## src/common/picu_pkg.sv

```systemverilog
// picu_pkg: constants, types and register map of the priority interrupt
// controller. Assumes one clock (pclk) and an APB register port.
package picu_pkg;

  // register byte offsets on the APB port
  localparam logic [7:0] REG_SYSCTL = 8'h00; // system_control_reg
  localparam logic [7:0] REG_CCR = 8'h04; // condition_code_reg
  localparam logic [7:0] REG_PRIO_A = 8'h08; // priority_reg_a
  localparam logic [7:0] REG_PRIO_B = 8'h0C; // priority_reg_b
  localparam logic [7:0] REG_EN_LO = 8'h10; // enables, vectors 0..31
  localparam logic [7:0] REG_EN_HI = 8'h14; // enables, vectors 32..63
  localparam logic [7:0] REG_PEND_LO = 8'h18; // pending, read only
  localparam logic [7:0] REG_PEND_HI = 8'h1C; // pending, read only
  localparam logic [7:0] REG_STATUS = 8'h20; // sequencer state, read only

  // system_control_reg fields
  localparam int SC_MM_BIT = 0; // mask_mode_select
  localparam int SC_ADV_BIT = 1; // advanced (4-byte) vector mode
  localparam int SC_MT_LSB = 2; // memory type, 2 bits
  localparam int SC_WT_LSB = 4; // wait states per access, 4 bits
  localparam logic [7:0] SYSCTL_RST = 8'h03;

  // condition_code_reg fields
  localparam int CCR_I_BIT = 0; // global mask flag
  localparam int CCR_UI_BIT = 1; // second_mask_flag
  localparam logic [1:0] CCR_RST = 2'h1;

  // status register fields
  localparam int ST_BUSY_BIT = 8;
  localparam int ST_NMI_BIT = 9;

  // vector numbers
  localparam logic [5:0] VEC_NMI = 6'h07;
  localparam logic [5:0] VEC_IRQ0 = 6'h0C;
  localparam int NUM_PINS = 6;
  // maskable sources that exist; serial 0 at 52..55, serial 1 at 56..59,
  // 60..63 reserved and never requested
  localparam logic [63:0] VALID_SRC = 64'h0FF00FF7_7793F000;

  // memory types and access lengths in states
  localparam logic [1:0] MT_16_2ST = 2'h0; // also on-chip memory
  localparam logic [1:0] MT_16_3ST = 2'h1;
  localparam logic [1:0] MT_8_2ST = 2'h2;
  localparam logic [1:0] MT_8_3ST = 2'h3;
  localparam logic [4:0] ACC_16_2ST = 5'h04;
  localparam logic [4:0] ACC_16_3ST = 5'h06;
  localparam logic [4:0] ACC_8_2ST = 5'h08;
  localparam logic [4:0] ACC_8_3ST = 5'h0C;
  localparam logic [4:0] INT_AFTER_ACCEPT = 5'h02;
  localparam logic [4:0] INT_AFTER_VECTOR = 5'h02;

  typedef enum logic [2:0] {
    PICU_IDLE, PICU_WAIT_INSN, PICU_INT_A, PICU_STACK,
    PICU_VECTOR, PICU_INT_B, PICU_FETCH
  } picu_state_t;

  // everything the controller drives toward the cpu core except ccr_flags
  typedef struct packed {
    logic int_req; // asks the core to end its instruction
    logic stack_wr; // pulse: push stack_pc and stack_ccr
    logic vec_rd; // pulse: read vector at vec_addr
    logic fetch_rd; // pulse: prefetch at handler_addr
    logic handler_go; // pulse: first handler instruction may run
    logic [5:0] ack_vec; // vector number being served
    logic [15:0] vec_addr;
    logic [23:0] stack_pc;
    logic [7:0] stack_ccr;
    logic [23:0] handler_addr;
  } picu_cpu_out_t;

endpackage

```

## src/hw/picu_top.sv

```systemverilog
// picu_top: priority interrupt controller with apb registers and the
// exception sequencer toward the cpu core.
// Assumes pins and core handshakes are synchronous to pclk.
//
// Notes on behaviour
// serial 0 sources at vectors 52-55, one bit
// serial 1 at 56-59, lower bit; 60-63 reserved
// mask_mode_select 1 uses only the global flag
// nonmaskable always accepted except reset or standby
// source forwarded only while its enable is 1
// highest level wins, ties to lower vector
// level 1 served ahead of level 0
// single-mask mode, flag set: only nonmaskable accepted
// two-bit mode: level 0 masked by global flag
// two-bit mode: level 1 masked when both set
// two-bit mode: flag clear accepts everything
// flag 1, second 0: only level 1 accepted
// sequence starts after current instruction ends
// push counter and condition codes to stack
// single-mask mode sets global flag after stacking
// two-bit mode sets both flags after stacking
// form vector address, read it, jump there
// decision: 2 states external, 1 internal
// access length set by memory type
// internal processing totals 4 states
// wait states lengthen every access phase
// reset gives fixed order; nonmaskable not programmable
// pending holds until accepted or source drops
//
// Register access over APB and the placing of the registers were left to the implementer.
`timescale 1ns/1ps
module picu_top (
  // clock and reset
  input wire logic pclk,
  input wire logic presetn,
  // apb slave
  input wire logic psel,
  input wire logic penable,
  input wire logic pwrite,
  input wire logic [31:0] paddr,
  input wire logic [31:0] pwdata,
  output logic [31:0] prdata,
  output logic pready,
  output logic pslverr,
  // request sources
  input wire logic nmi_pin,
  input wire logic [picu_pkg::NUM_PINS-1:0] irq_pin,
  input wire logic [63:0] periph_req,
  input wire logic hw_standby,
  // cpu core side
  input wire logic instr_done,
  input wire logic [23:0] cpu_pc,
  input wire logic [23:0] vec_rdata,
  output picu_pkg::picu_cpu_out_t cpu_out,
  output logic [1:0] ccr_flags
);

  // decoding of the priority bit that serves a vector: {hit, index}
  function automatic logic [4:0] ipr_of(input logic [5:0] v);
    logic [4:0] r;
    r = 5'h00;
    case (v)
      6'h0C: r = 5'h1F;
      6'h0D: r = 5'h1E;
      6'h0E, 6'h0F: r = 5'h1D;
      6'h10, 6'h11: r = 5'h1C;
      6'h14: r = 5'h1B;
      6'h18, 6'h19, 6'h1A: r = 5'h1A;
      6'h1C, 6'h1D, 6'h1E: r = 5'h19;
      6'h20, 6'h21, 6'h22: r = 5'h18;
      6'h24, 6'h25, 6'h26, 6'h27: r = 5'h17;
      6'h28, 6'h29, 6'h2A, 6'h2B: r = 5'h16;
      6'h34, 6'h35, 6'h36, 6'h37: r = 5'h13;
      6'h38, 6'h39, 6'h3A, 6'h3B: r = 5'h12;
      default: r = 5'h00;
    endcase
    return r;
  endfunction

  // access length of one bus phase for a memory type
  function automatic logic [4:0] acc_len(input logic [1:0] mt);
    logic [4:0] r;
    r = picu_pkg::ACC_16_2ST;
    case (mt)
      picu_pkg::MT_16_2ST: r = picu_pkg::ACC_16_2ST;
      picu_pkg::MT_16_3ST: r = picu_pkg::ACC_16_3ST;
      picu_pkg::MT_8_2ST: r = picu_pkg::ACC_8_2ST;
      picu_pkg::MT_8_3ST: r = picu_pkg::ACC_8_3ST;
      default: r = picu_pkg::ACC_16_2ST;
    endcase
    return r;
  endfunction

  // registers
  logic [7:0] sysctl_reg;
  logic [1:0] ccr_reg, ccr_next;
  logic [7:0] prio_a_reg, prio_b_reg;
  logic [63:0] en_reg;
  logic [63:0] pend_reg, pend_next;
  logic [picu_pkg::NUM_PINS-1:0] pin_stage_reg;
  logic nmi_stage_reg, nmi_prev_reg, nmi_pend_reg, nmi_pend_next;
  picu_pkg::picu_state_t state_reg, state_next;
  logic [4:0] cnt_reg, cnt_next;
  logic [5:0] vec_reg, vec_next;
  logic serving_nmi_reg, serving_nmi_next;
  picu_pkg::picu_cpu_out_t out_reg, out_next;
  logic [31:0] prdata_reg, prdata_next;
  logic pready_reg, pslverr_reg, pslverr_next;

  // apb decode: one setup cycle, answer in the first access cycle
  wire logic [7:0] addr = paddr[7:0];
  wire logic setup = psel & ~penable;
  wire logic wr_en = psel & penable & pready_reg & pwrite;
  wire logic wr_sysctl = wr_en & (addr == picu_pkg::REG_SYSCTL);
  wire logic wr_ccr = wr_en & (addr == picu_pkg::REG_CCR);
  wire logic wr_prio_a = wr_en & (addr == picu_pkg::REG_PRIO_A);
  wire logic wr_prio_b = wr_en & (addr == picu_pkg::REG_PRIO_B);
  wire logic wr_en_lo = wr_en & (addr == picu_pkg::REG_EN_LO);
  wire logic wr_en_hi = wr_en & (addr == picu_pkg::REG_EN_HI);
  wire logic is_ro = (addr == picu_pkg::REG_PEND_LO) |
                     (addr == picu_pkg::REG_PEND_HI) |
                     (addr == picu_pkg::REG_STATUS);
  wire logic is_rw = (addr == picu_pkg::REG_SYSCTL) |
                     (addr == picu_pkg::REG_CCR) |
                     (addr == picu_pkg::REG_PRIO_A) |
                     (addr == picu_pkg::REG_PRIO_B) |
                     (addr == picu_pkg::REG_EN_LO) |
                     (addr == picu_pkg::REG_EN_HI);
  wire logic bad_addr = ~(is_rw | is_ro) | (paddr[1:0] != 2'h0) |
                        (paddr[31:8] != 24'h000000);

  // system control fields
  wire logic mm_sel = sysctl_reg[picu_pkg::SC_MM_BIT];
  wire logic adv_mode = sysctl_reg[picu_pkg::SC_ADV_BIT];
  wire logic [1:0] mem_type = sysctl_reg[picu_pkg::SC_MT_LSB +: 2];
  wire logic [3:0] wait_st = sysctl_reg[picu_pkg::SC_WT_LSB +: 4];
  wire logic flag_i = ccr_reg[picu_pkg::CCR_I_BIT];
  wire logic flag_ui = ccr_reg[picu_pkg::CCR_UI_BIT];
  wire logic [15:0] prio_bits = {prio_a_reg, prio_b_reg};

  // raw requests per vector: pins pass one extra stage, which gives
  // external sources their second decision state
  logic [63:0] raw_req;
  logic [63:0] lvl1;
  genvar gv;
  generate
    for (gv = 0; gv < 64; gv++) begin : g_vec
      localparam logic [5:0] V = 6'(gv);
      localparam logic [4:0] IP = ipr_of(V);
      if (gv >= 12 && gv < 12 + picu_pkg::NUM_PINS) begin : g_pin
        assign raw_req[gv] = pin_stage_reg[gv - 12];
      end else begin : g_per
        assign raw_req[gv] = periph_req[gv];
      end
      // unprogrammed sources and reset values give level 0
      assign lvl1[gv] = IP[4] & prio_bits[IP[3:0]];
    end
  endgenerate

  // a source enters the pending bits only while enabled; 60..63 never do
  wire logic [63:0] fwd_req = raw_req & en_reg & picu_pkg::VALID_SRC;

  // selection: level 1 first, then lowest vector number
  wire logic [63:0] cand1 = pend_reg & lvl1;
  wire logic any1 = |cand1;
  wire logic [63:0] cand = any1 ? cand1 : pend_reg;
  logic [5:0] sel_vec;
  always_comb begin
    sel_vec = 6'h00;
    for (int k = 63; k >= 0; k--) begin
      if (cand[k]) begin
        sel_vec = 6'(k); // lowest index wins the tie
      end
    end
  end
  wire logic any_pend = |pend_reg;

  // masking; with mask_mode_select at 1 the second flag is ignored

  wire logic sel_ok = ~flag_i | (~mm_sel & ~flag_ui & any1);
  wire logic take_mask = any_pend & sel_ok;
  wire logic take_nmi = nmi_pend_reg & ~hw_standby; // no mask applies
  wire logic idle = (state_reg == picu_pkg::PICU_IDLE);
  wire logic accept = idle & (take_nmi | take_mask);
  wire logic [5:0] acc_vec = take_nmi ? picu_pkg::VEC_NMI : sel_vec;
  wire logic [63:0] clr_mask = (accept & ~take_nmi) ?
                               (64'h1 << sel_vec) : 64'h0;

  // pending bits: a new request beats the accept clear of the same cycle,
  // and a source that drops its request withdraws it
  assign pend_next = ((pend_reg & ~clr_mask) | fwd_req) & raw_req;

  // nonmaskable edge; dropped in standby so none is served there
  wire logic nmi_rise = nmi_stage_reg & ~nmi_prev_reg;
  assign nmi_pend_next = ~hw_standby &
                         (nmi_rise | (nmi_pend_reg & ~(accept & take_nmi)));

  // vector address: 4-byte entries in advanced mode, else 2-byte
  wire logic [15:0] vaddr = adv_mode ? {8'h00, vec_reg, 2'h0}
                                     : {9'h000, vec_reg, 1'b0};
  // one bus phase, stretched by wait states
  wire logic [4:0] phase_len = acc_len(mem_type) + {1'b0, wait_st};

  // exception sequencer
  always_comb begin
    state_next = state_reg;
    cnt_next = cnt_reg;
    vec_next = vec_reg;
    serving_nmi_next = serving_nmi_reg;
    ccr_next = ccr_reg;
    out_next = out_reg;
    out_next.stack_wr = 1'b0;
    out_next.vec_rd = 1'b0;
    out_next.fetch_rd = 1'b0;
    out_next.handler_go = 1'b0;
    if (wr_ccr) begin
      ccr_next = pwdata[1:0];
    end
    case (state_reg)
      picu_pkg::PICU_IDLE: begin
        if (accept) begin
          vec_next = acc_vec;
          serving_nmi_next = take_nmi;
          out_next.int_req = 1'b1;
          out_next.ack_vec = acc_vec;
          state_next = picu_pkg::PICU_WAIT_INSN;
        end
      end
      picu_pkg::PICU_WAIT_INSN: begin
        // the core finishes its instruction first
        if (instr_done) begin
          out_next.int_req = 1'b0;
          out_next.stack_pc = cpu_pc; // resume address
          out_next.stack_ccr = {6'h00, ccr_reg};
          cnt_next = picu_pkg::INT_AFTER_ACCEPT - 5'h01;
          state_next = picu_pkg::PICU_INT_A;
        end
      end
      picu_pkg::PICU_INT_A: begin
        // two states here and two after the vector make four
        if (cnt_reg == 5'h00) begin
          out_next.stack_wr = 1'b1; // push pc and ccr
          cnt_next = phase_len - 5'h01;
          state_next = picu_pkg::PICU_STACK;
        end else begin
          cnt_next = cnt_reg - 5'h01;
        end
      end
      picu_pkg::PICU_STACK: begin
        if (cnt_reg == 5'h00) begin
          // mask update after stacking wins over a software write
          ccr_next[picu_pkg::CCR_I_BIT] = 1'b1;
          if (!mm_sel) begin
            ccr_next[picu_pkg::CCR_UI_BIT] = 1'b1;
          end
          out_next.vec_addr = vaddr;
          out_next.vec_rd = 1'b1;
          cnt_next = phase_len - 5'h01;
          state_next = picu_pkg::PICU_VECTOR;
        end else begin
          cnt_next = cnt_reg - 5'h01;
        end
      end
      picu_pkg::PICU_VECTOR: begin
        if (cnt_reg == 5'h00) begin
          out_next.handler_addr = vec_rdata; // start address
          cnt_next = picu_pkg::INT_AFTER_VECTOR - 5'h01;
          state_next = picu_pkg::PICU_INT_B;
        end else begin
          cnt_next = cnt_reg - 5'h01;
        end
      end
      picu_pkg::PICU_INT_B: begin
        if (cnt_reg == 5'h00) begin
          out_next.fetch_rd = 1'b1;
          cnt_next = phase_len - 5'h01;
          state_next = picu_pkg::PICU_FETCH;
        end else begin
          cnt_next = cnt_reg - 5'h01;
        end
      end
      picu_pkg::PICU_FETCH: begin
        if (cnt_reg == 5'h00) begin
          out_next.handler_go = 1'b1;
          state_next = picu_pkg::PICU_IDLE;
        end else begin
          cnt_next = cnt_reg - 5'h01;
        end
      end
      default: begin
        state_next = picu_pkg::PICU_IDLE;
      end
    endcase
  end

  // read data, prepared in the setup cycle
  always_comb begin
    prdata_next = 32'h00000000;
    case (addr)
      picu_pkg::REG_SYSCTL: prdata_next = {24'h000000, sysctl_reg};
      picu_pkg::REG_CCR: prdata_next = {30'h00000000, ccr_reg};
      picu_pkg::REG_PRIO_A: prdata_next = {24'h000000, prio_a_reg};
      picu_pkg::REG_PRIO_B: prdata_next = {24'h000000, prio_b_reg};
      picu_pkg::REG_EN_LO: prdata_next = en_reg[31:0];
      picu_pkg::REG_EN_HI: prdata_next = en_reg[63:32];
      picu_pkg::REG_PEND_LO: prdata_next = pend_reg[31:0];
      picu_pkg::REG_PEND_HI: prdata_next = pend_reg[63:32];
      picu_pkg::REG_STATUS: prdata_next = {22'h000000, serving_nmi_reg,
                                           ~idle, 2'h0, vec_reg};
      default: prdata_next = 32'h00000000;
    endcase
    if (bad_addr) begin
      prdata_next = 32'h00000000;
    end
  end
  assign pslverr_next = bad_addr | (pwrite & is_ro);

  // apb answer flops
  always_ff @(posedge pclk or negedge presetn) begin
    if (!presetn) begin
      pready_reg <= 1'b0;
      pslverr_reg <= 1'b0;
      prdata_reg <= 32'h00000000;
    end else begin
      pready_reg <= setup;
      pslverr_reg <= setup & pslverr_next;
      prdata_reg <= setup ? prdata_next : 32'h00000000;
    end
  end

  // software registers; enables and priorities steer the selector
  always_ff @(posedge pclk or negedge presetn) begin
    if (!presetn) begin
      sysctl_reg <= picu_pkg::SYSCTL_RST;
      prio_a_reg <= 8'h00; // fixed default order after reset
      prio_b_reg <= 8'h00;
      en_reg <= 64'h0;
    end else begin
      if (wr_sysctl) sysctl_reg <= pwdata[7:0];
      if (wr_prio_a) prio_a_reg <= pwdata[7:0];
      if (wr_prio_b) prio_b_reg <= pwdata[7:0];
      if (wr_en_lo) en_reg[31:0] <= pwdata;
      if (wr_en_hi) en_reg[63:32] <= pwdata;
    end
  end

  // request capture
  always_ff @(posedge pclk or negedge presetn) begin
    if (!presetn) begin
      pin_stage_reg <= '0;
      nmi_stage_reg <= 1'b0;
      nmi_prev_reg <= 1'b0;
      nmi_pend_reg <= 1'b0;
      pend_reg <= 64'h0;
    end else begin
      pin_stage_reg <= irq_pin;
      nmi_stage_reg <= nmi_pin;
      nmi_prev_reg <= nmi_stage_reg;
      nmi_pend_reg <= nmi_pend_next;
      pend_reg <= pend_next;
    end
  end

  // sequencer state; the core resets with the global flag set
  always_ff @(posedge pclk or negedge presetn) begin
    if (!presetn) begin
      state_reg <= picu_pkg::PICU_IDLE;
      cnt_reg <= 5'h00;
      vec_reg <= 6'h00;
      serving_nmi_reg <= 1'b0;
      ccr_reg <= picu_pkg::CCR_RST;
      out_reg <= '0;
    end else begin
      state_reg <= state_next;
      cnt_reg <= cnt_next;
      vec_reg <= vec_next;
      serving_nmi_reg <= serving_nmi_next;
      ccr_reg <= ccr_next;
      out_reg <= out_next;
    end
  end

  // outputs straight from flops
  assign prdata = prdata_reg;
  assign pready = pready_reg;
  assign pslverr = pslverr_reg;
  assign cpu_out = out_reg;
  assign ccr_flags = ccr_reg;

endmodule

```

## config.mk

```make
export PLATFORM = sky130hd
export DESIGN_NAME = picu_top
export DESIGN_NICKNAME = d
export VERILOG_FILES = /design/src/common/picu_pkg.sv /design/src/hw/picu_top.sv
export SDC_FILE = /design/constraint.sdc
export NUM_CORES = 1
export LEC_CHECK = 0
export ABC_AREA = 1
export BUFFER_PORTS_ARGS = -buffer_cell sky130_fd_sc_hd__buf_2
export CAP_MARGIN = 20
export CORE_MARGIN = 2
export CORE_UTILIZATION = 30
export DETAILED_ROUTE_END_ITERATION = 12
export HOLD_SLACK_MARGIN = 0.02
export SLEW_MARGIN = 25
export SYNTH_ARGS = -nofsm -noshare
export SYNTH_HDL_FRONTEND = slang
export SYNTH_SLANG_ARGS = --single-unit
```

## constraint.sdc

```tcl
create_clock -name pclk -period 6.6 [get_ports pclk]
set_input_delay 0.33 -clock pclk [delete_from_list [all_inputs] [get_ports pclk]]
set_output_delay 0.33 -clock pclk [all_outputs]
set_load 0.005 [all_outputs]
```

# After elaboration in Yosys (flattened, before gate mapping)
# Index checks and enable logic that the tools add are counted.
[totals]
register_bits = 283
inputBits = 190
output_inout_bits = 119
elab_cells = 223
[op_classes]
n_addsub = 3
eq_ne = 25
n_shift = 1
muxes = 97
bitwise = 52
reduce_logical = 18
[op_table]
columns = ["op", "n"]
rows = [
  ["two-way mux 6 bit", 65],
  ["case mux 32 bit (9 select lines)", 1],
  ["bitwise AND 64 bit", 2],
  ["two-way mux 64 bit", 2],
  ["OR reduction 64 bit", 2],
  ["bitwise AND 64 x 60 -> 64 bit", 1],
  ["two-way mux 32 bit", 2],
  ["inverter 64 bit", 1],
  ["OR 64 x 60 -> 64 bit", 1],
  ["<< shifter 1 x 6 -> 64 bit (first input constant)", 1],
  ["bitwise AND 60 bit", 1],
  ["case mux 5 bit (4 select lines)", 2],
  ["== test 8 x 5 -> 1 bit (second input constant)", 4],
  ["nonzero test 24 bit", 1],
  ["bitwise AND 1 bit", 22],
  ["two-way mux 3 bit", 7],
  ["case mux 3 bit (7 select lines)", 1],
  ["two-way mux 5 bit", 4],
  ["== test 8 x 4 -> 1 bit (second input constant)", 2],
  ["inequality test 2 bit (second input constant)", 7],
  ["OR 1 bit", 14],
  ["inverter 1 bit", 10],
  ["subtractor 5 x 1 -> 5 bit (second input constant)", 2],
  ["== test 3 bit (second input constant)", 3],
  ["22 further kinds", 38],
]

# Depth between registers and ports, before layout
# Gate-level depths: netlist of run 1.
[depth]
ltp_word = 73
ltp_mapped = 72
mapped_depth_nobuf = 72

# Worst setup path before layout of run 1
# Ideal clock, no wire load.
[synth_path]
path_type = "flip-flop to flip-flop"
from = "register pend_reg[53]"
to = "register pend_reg[42]"
setup_ns = 0.120
t_arrival_ns = 4.066
t_required_ns = 6.480
slack_ns = 2.414
stages_incl_launch_ff = 73
n_path_buf = 0
synth_period_minus_slack_ns = 4.186
path_cell_list = "dfrtp_1 -> nor2_1 -> nand2_1 -> nand2_1 -> nand2_2 -> nor2_4 -> nand2_4 -> nand2_2 -> nand2_1 -> nand2_1 -> nand2_1 -> nand2_1 -> nand2_1 -> nand2_1 -> nand2_1 -> nand2_1 -> nand2_1 -> nand2_1 -> [... 37 more ...] -> nand2_1 -> nand2_1 -> nand2_1 -> nand2_1 -> nand2_1 -> nand2_1 -> nand2_1 -> nand2_1 -> nand2_1 -> nand2_1 -> nand2_2 -> nand2_4 -> nand2_4 -> nand3_2 -> nor2_2 -> nand3_1 -> nand2_1 -> a21oi_1"
[synth_between]
elab_chain_len = 73
word_cells_on_any_way = 80
cone_classes = "1 x shift; 66 x mux; 11 x bitwise; 2 x reduce/logical"
[synth_lines]
columns = ["element", "line_no", "rtl"]
rows = [
  ["start, declared", "picu_top.sv:99", "logic [63:0] pend_reg, pend_next;"],
  ["start signal, assigned", "picu_top.sv:360", "pend_reg <= pend_next;"],
  ["bitwise AND 64 x 60 -> 64 bit", "picu_top.sv:164", "wire logic [63:0] cand1 = pend_reg & lvl1;"],
  ["OR reduction 64 bit", "picu_top.sv:165", "wire logic any1 = |cand1;"],
  ["two-way mux 64 bit", "picu_top.sv:166", "wire logic [63:0] cand = any1 ? cand1 : pend_reg;"],
  ["two-way mux 6 bit (64 in series)", "picu_top.sv:171", "if (cand[k]) begin"],
  ["<< shifter 1 x 6 -> 64 bit", "picu_top.sv:187", "(64'h1 << sel_vec) : 64'h0;"],
  ["two-way mux 64 bit *", "picu_top.sv:186", "wire logic [63:0] clr_mask = (accept & ~take_nmi) ?"],
  ["inverter 64 bit *", "picu_top.sv:191", "assign pend_next = ((pend_reg & ~clr_mask) | fwd_req) & raw_req;"],
  ["bitwise AND 64 bit *", "picu_top.sv:191", ""],
  ["OR 64 x 60 -> 64 bit *", "picu_top.sv:191", ""],
  ["bitwise AND 64 bit *", "picu_top.sv:191", ""],
  ["named net pend_next[42]", "picu_top.sv:99", ""],
]
# Mark *: on every way through the listed nets, which the timed path passes. The rest lies on a longest branch.
# A chain may end at the register's enable or synchronous reset.

# Worst setup path in the final report of run 1
[layout_path]
from = "register pend_reg[26]"
to = "register pend_reg[38]"
# The elaborated chain is that of the path after synthesis.

==> results of run 1 <==
[power by group]
group          leakage, nW  switching, W  internal, W
clock                0.547      0.000740      0.00114
sequential            3.65      0.000146      0.00192
combinational         4.30      0.000561     0.000472
[final cells by class]
type / count / share of cell area
Multi-Input combinational cell: 1070 / 0.314
Antenna cell: 1 / 0.000144
Sequential cell: 274 / 0.395
Clock inverter: 9 / 0.00598
Clock buffer: 51 / 0.0585
Inverter: 224 / 0.0484
Tap cell: 592 / 0.0426
Timing Repair Buffer: 381 / 0.136
[logic make-up (layout without fill, tap and decap cells)]
| logic type | after synthesis | after routing | synth area share |
|---|---|---|---|
| xor+xnor | 5 | 5 | 0.00328 |
| fa+ha+maj | 9 | 9 | 0.00898 |
| other cells | 1 | 16 | 0.000280 |
| buf+inv | 289 | 665 | 0.0854 |
| simple gates | 699 | 699 | 0.220 |
| flops | 274 | 274 | 0.513 |
| mux | 50 | 50 | 0.0421 |
| compound gates | 292 | 292 | 0.127 |
[worst max-delay path by stage]
stage | startpoint | end | slack, ns | cells past startpoint
after detailed placement | pend_reg[26] | pend_reg[59] | 1.01 | 65
after CTS | pend_reg[26] | pend_reg[59] | 0.99 | 65
final | pend_reg[26] | pend_reg[38] | 0.94 | 72
after global routing | pend_reg[26] | pend_reg[20] | 0.21 | 72
after floorplan | pend_reg[53] | pend_reg[42] | 2.41 | 72
after global placement | pend_reg[26] | pend_reg[59] | 0.96 | 65
[routing by layer]
metal | vias to the layer above | GRT usage | share of wire
met1 | 6090 | 0.294 | 0.46
met2 | 472 | 0.318 | 0.45
li1 | 6000 | - | -
met5 | - | 0 | 0.00066
met4 | 6 | 0.0593 | 0.026
met3 | 82 | 0.0418 | 0.068
[metrics by stage]
step / util / power, W / cell area (sq um) / hold WS [ns]
CTS: 0.394 / 0.00504 / 17400 / 0.0204
floorplan: - / 0.00261 / 13400 / 0.0344
finish: 0.394 / 0.00498 / 17400 / 0.0276
global route: 0.394 / 0.00525 / 17400 / 0.0205
global placement: 0.350 / 0.00307 / 15500 / 0.362
detailed placement: 0.351 / 0.00310 / 15500 / 0.380
[worst register-to-register path, delay by kind of cell, from the launching register on]
kind | cells | cell delay (ns)
and+or+nand+nor | 71 | 5.08
DFF | 1 | 0.43
AOI/OAI and AO/OA | 1 | 0.06
[Yosys cell counts, types with 10 or more instances]
cell type  number  area [sq um]
a21boi_1       15           113
buf_4          15           113
a41oi_1        10          87.6
o22ai_1        14          87.6
inv_1         220           826
dfrtp_1       271          6780
mux2_2         50           563
nand2_1       421          1580
clkbuf_1       47           176
nor3_1         14          70.1
nand3_1       100           500
o21ai_0       140           701
a21oi_1        59           295
nand4_1        13          81.3
a221oi_1       16           140
nor4_1         14          87.6
nor2_1        111           417
a31oi_1        20           125
[what timing repair did]
action / in CTS / in global routing
hold buffers: 78 / 0
resized for setup: 0 / 0
hold endpoints to repair: 181 / 0
==> out/qor.csv, run 1 <==
stage;metric;value;unit
setup_path;slowest_delay;0.45;ns
clocking;path_clk_slew;0.06;ns
cells_and_area;layout-drive-gt1-share;0.218;
sta;drv_slew;0;
clocking;h-tree-depth;2;
logic_synthesis;synth_seq_cells;274;
clocking;tritoncts;yes;
clocking;post-cts-setup-buffers;0;
grt;grt.total_usage;0.207;
cells_and_area;layout.area.seq;0.00686;sq mm
logic_synthesis;ys_warn_count;0;
setup_path;critical_path_required;7.03;ns
cells_and_area;layout_common_cells;nand2_1, buf_2, dfrtp_1;
floorplanning;start_util;0.303;
sta;finClkSkew;0.0168;ns
logic_synthesis;netlist_instances;1619;
clocking;clock_latency;0.55;ns
cells_and_area;largest_reg_flops;68;
setup_path;r2r_end;pend_reg[38];
setup_path;worstPathArrival;6.09;ns
floorplanning;die_x;215;um
cells_and_area;area_growth;29.9;%
place;dp_hpwl;36000;um
clocking;clockRootBuffer;clkbuf_16;
setup_path;worstPathMaxFanout;16;
logic_synthesis;yosys_most_used_dff;dfrtp_1;
setup_path;cp_top_family;simple AND/OR/NAND/NOR gates;
grt;grt_overflow;0;
setup_path;crit_path_start_kind;flip-flop;
setup_path;reg2reg_slack;0.94;ns
logic_synthesis;synth_edf_count;0;
sta;timing.fmax;177;MHz
setup_path;path_common_cell;nand2_1;
routing;ant_nets;0;
run_status;outcome;finished clean;
worst_hold_path;hp-start;periph_req[21];
pwr;power_density;287;mW/mm^2
floorplanning;coreArea;0.0441;sq mm
setup_path;crit_path_end_kind;flip-flop;
sta;setup-tns-final;0;ns
worst_hold_path;holdPathEnd;pend_reg[21];
setup_path;worstSetupPathType;flip-flop to flip-flop;
routing;remaining_drc_errors;0;
logic_synthesis;ys_seq_area_frac;0.513;
setup_path;cp.buffers_inverters;0;
logic_synthesis;synthArstFlopShare;1.00;
setup_path;reg2regPathDepth;72;
pwr;irDropWorstVdd;0.000151;V
sta;slew_headroom;0.303;
worst_hold_path;hold_class;input port to flip-flop;
cells_and_area;fillers;4562;
cells_and_area;layout_commonest_cell;nand2_1;
clocking;cts_buffer_depth;3;
cells_and_area;multi_input_comb_area;0.00545;sq mm
place;finalWeightedCongestion;0.944;
floorplanning;rows;77;
sta;fin_ws;0.937;ns
cells_and_area;nets;2184;
setup_path;r2r-start;pend_reg[26];
routing;routed_wl;48500;um
floorplanning;die-area;0.0463;sq mm
sta;final.min_clock_period;5.66;ns
grt;grt_pass1_wl;73300;um
routing;num_vias;12700;
routing;drt_iter0_drc;1121;
clocking;cts_buffers;34;
worst_hold_path;hold_depth;3;
grt;grt_antenna_before_repair;5;
logic_synthesis;synth.distinct_cells;42;
grt;grt_pass1_vias;12200;
routing;wire_per_inst;18.6;um
routing;viasPerCell;4.86;
logic_synthesis;syn_area;0.0134;sq mm
place;pre_cts_slack;1.01;ns
pwr;power.leakage;8.49;nW
setup_path;slowest_stage;nor2_2;
routing;firstDrtPassIters;7;
place;io_buffers;287;
cells_and_area;final_cells;2602;
floorplanning;die_h;215;um
floorplanning;io_pins;309;
sta;setup_violations;0;
place;dp.cells;2463;
sta;fin_crit_sh;0.858;
logic_synthesis;syn_area_per_cell;8.26;sq um
clocking;clock_sinks;274;
sta;rsz0062_at_grt;no;
run;maxCapViolCount;0;
sta;finalHoldViolations;0;
grt;grt_start_max_net_pins;167;
sta;tightest_slew;1.04;ns
No activity file was read; power rests on OpenSTA's default activity.
==> inputs of run 2 (changes only) <==
- CORE_MARGIN: 2 -> 10
- CORE_UTILIZATION: 30 -> 45
- PLACE_DENSITY: not set -> 0.69
==> run 2 against run 1 <==
  * Non-clock buffer count rose by 33
  * Register-to-register slack worse by 0.03 ns
  * Sequential share of layout area up 0.054 points
  * Critical path depth decreased by 13
  * Die area is 20% lower
  * Sequential power about the same
  * Combinational power up 4%
  * Maximum frequency shrank 0.55%
  * Global-route usage up 5.2 points
  * Via count increased by 1.8%
  * Largest power group unchanged
  * Wire length shrank 0.20%
  * Critical endpoint is now pend_reg[13]
  * Hold slack improved by 0.0011 ns
==> out/qor.csv, run 2 (synthesized netlist as in run 1, its figures left out) <==
stage;metric;value;unit;change
clocking;h-tree-depth;1;;-1
routing;firstDrtPassIters;6;;-1
pwr;power.leakage;8.57;nW;+0.89%
pwr;irDropWorstVdd;0.000260;V;+72%
floorplanning;die_h;192;um;-11%
cells_and_area;multi_input_comb_area;0.00545;sq mm;about the same
cells_and_area;design_area;0.0173;sq mm;-0.14%
sta;finClkSkew;0.0166;ns;-0.000193 ns
setup_path;worstPathMaxFanout;25;;+9
cells_and_area;layout_commonest_cell;nand2_1;;
place;placed_cell_area;0.0152;sq mm;-1.8%
worst_hold_path;hold_class;input port to flip-flop;;
run_status;outcome;finished clean;;
grt;grt.total_usage;0.259;;+0.0519
cells_and_area;layout_common_cells;nand2_1, buf_2, dfrtp_1;;
grt;grt_pass1_vias;13000;;+6.3%
sta;holdWs;0.0287;ns;+0.00112 ns
pwr;intPower;0.00338;W;-4.3%
floorplanning;start_util;0.454;;+0.151
cells_and_area;layout.area.seq;0.00686;sq mm;unchanged
place;dp_hpwl;34800;um;-3.2%
sta;fin_crit_sh;0.863;;+0.00474
place;io_buffers;287;;unchanged
place;finalWeightedCongestion;0.958;;+1.5%
grt;grt_overflow;0;;unchanged
grt;grt_pass1_wl;74600;um;+1.8%
clocking;tritoncts;yes;;
routing;remaining_drc_errors;0;;unchanged
routing;ant_nets;0;;unchanged
clocking;cts_hold_buf;114;;+46%
floorplanning;io_pins;309;;unchanged
routing;wire_per_inst;19.9;um;+6.9%
cells_and_area;layout-drive-gt1-share;0.213;;-0.00496
sta;setup-tns-final;0;ns;unchanged
cells_and_area;fillers;2643;;-42%
cells_and_area;nets;2213;;+1.3%
sta;drv_slew;0;;unchanged
floorplanning;coreArea;0.0295;sq mm;-33%
pwr;seq_power_share;0.427;;+0.012
clocking;cts_buffers;30;;-12%
floorplanning;die_x;192;um;-11%
sta;slew_headroom;0.356;;+0.0526
sta;final.min_clock_period;5.69;ns;+0.0313 ns
routing;viasPerCell;5.30;;+9.0%
setup_path;crit_path_start_kind;flip-flop;;
pwr;sw_frac_of_total;0.301;;+0.0105
run;maxCapViolCount;0;;unchanged
cells_and_area;largest_reg_flops;68;;unchanged
clocking;clock_sinks;274;;unchanged
setup_path;slowest_stage;nor2_1;;
pwr;switchingPower;0.00146;W;+0.66%
sta;finalHoldViolations;0;;unchanged
setup_path;crit_path_end_kind;flip-flop;;
setup_path;worstPathArrival;6.15;ns;+0.06 ns
clocking;clockRootBuffer;clkbuf_16;;
pwr;power_density;279;mW/mm^2;-2.7%
clocking;cts_resized;0;;unchanged
setup_path;slowest_delay;0.53;ns;+0.08 ns
clocking;path_clk_slew;0.07;ns;about the same
sta;setup_violations;0;;unchanged
clocking;cts_buffer_depth;3;;unchanged
floorplanning;rows;63;;-18%
clocking;post-cts-setup-buffers;0;;unchanged
setup_path;worstSetupPathType;flip-flop to flip-flop;;
floorplanning;die-area;0.0370;sq mm;-20%
cells_and_area;area_growth;29.7;%;
routing;drt_iter0_drc;1232;;+9.9%
grt;grt_start_max_net_pins;163;;-2.4%
pwr;p_comb_frac;0.222;;+0.015
setup_path;path_common_cell;nand2_1;;
pwr;clkPwrFrac;0.351;;-0.027
clocking;clock_latency;0.58;ns;+0.03 ns
sta;rsz0062_at_grt;no;;
setup_path;reg2reg_slack;0.91;ns;-0.03 ns
routing;routed_wl;48400;um;-0.20%
sta;tightest_slew;0.959;ns;-0.0783 ns
grt;grt_antenna_before_repair;2;;-3
setup_path;critical_path_required;7.06;ns;+0.03 ns
sta;timing.fmax;176;MHz;-0.55%
routing;num_vias;12900;;+1.8%
run 2: cell types whose count changed in the layout (fill, tap and decap cells not counted), moves of 3 or more:
| cell | change |
|---|---|
| buf_4 | -3 |
| clkbuf_1 | -3 |
| clkbuf_16 | -5 |
| clkbuf_8 | -3 |
| clkinv_2 | +3 |
| dlygate4sd3_1 | +36 |
run 2: layout make-up:
cell class	instances	share of cell area
antenna	2	0.000288
sequential	274	0.395
clock inverter	15	0.00952
multi-input combinational	1070	0.314
tap	390	0.0281
clock buffer	40	0.0483
timing repair buffer	414	0.155
inverter	224	0.0485
run 2: worst paths after layout:
kind	start	to	depth (start not counted)
min in group asynchronous	presetn	cpu_out[39]	2
worst max register to register	prio_a_reg[2]	pend_reg[13]	59
worst min register to register	nmi_stage_reg	nmi_prev_reg	0
max in group asynchronous	presetn	pend_reg[28]	3
worst max-delay path	prio_a_reg[2]	pend_reg[13]	59
worst min-delay path	pwdata[27]	en_reg[59]	3
run 2: critical path, delay by kind of cell (launching register included):
kind            cells  cell delay, ns
flops               1            0.44
buf+inv             3            0.96
simple gates       55            4.12
compound gates      1            0.06
run 2: power groups by stage:
| stage | Clock [W] | Sequential [W] | Combinational (W) |
|---|---|---|---|
| 6_report | 0.00170 | 0.00207 | 0.00107 |
| 5_1_grt | 0.00178 | 0.00209 | 0.00120 |
| 4_1_cts | 0.00172 | 0.00206 | 0.00108 |
| 3_5_place_dp | 0 | 0.00208 | 0.00102 |
| 3_3_place_gp | 0 | 0.00207 | 0.000998 |
| 2_1_floorplan | 0 | 0.00208 | 0.000523 |
run 2: layer usage:
layer | routed length, um | share of wire | GRT usage | vias up
met5 | 0 | 0 | 0 | -
met1 | 19900 | 0.41 | 0.347 | 6140
met3 | 4810 | 0.099 | 0.0604 | 98
met4 | 1420 | 0.029 | 0.0802 | 0
met2 | 22300 | 0.46 | 0.408 | 583
li1 | - | - | - | 6053
run 2: through the flow:
stage / setup slack [ns] / instances / utilization / total power (W)
3_3_place_gp: 1.06 / 2258 / 0.515 / 0.00307
4_1_cts: 0.956 / 2427 / 0.588 / 0.00485
3_5_place_dp: 0.995 / 2258 / 0.515 / 0.00310
2_1_floorplan: 2.41 / 1633 / - / 0.00261
5_1_grt: 0.174 / 2429 / 0.588 / 0.00507
6_report: 0.906 / 2429 / 0.588 / 0.00484
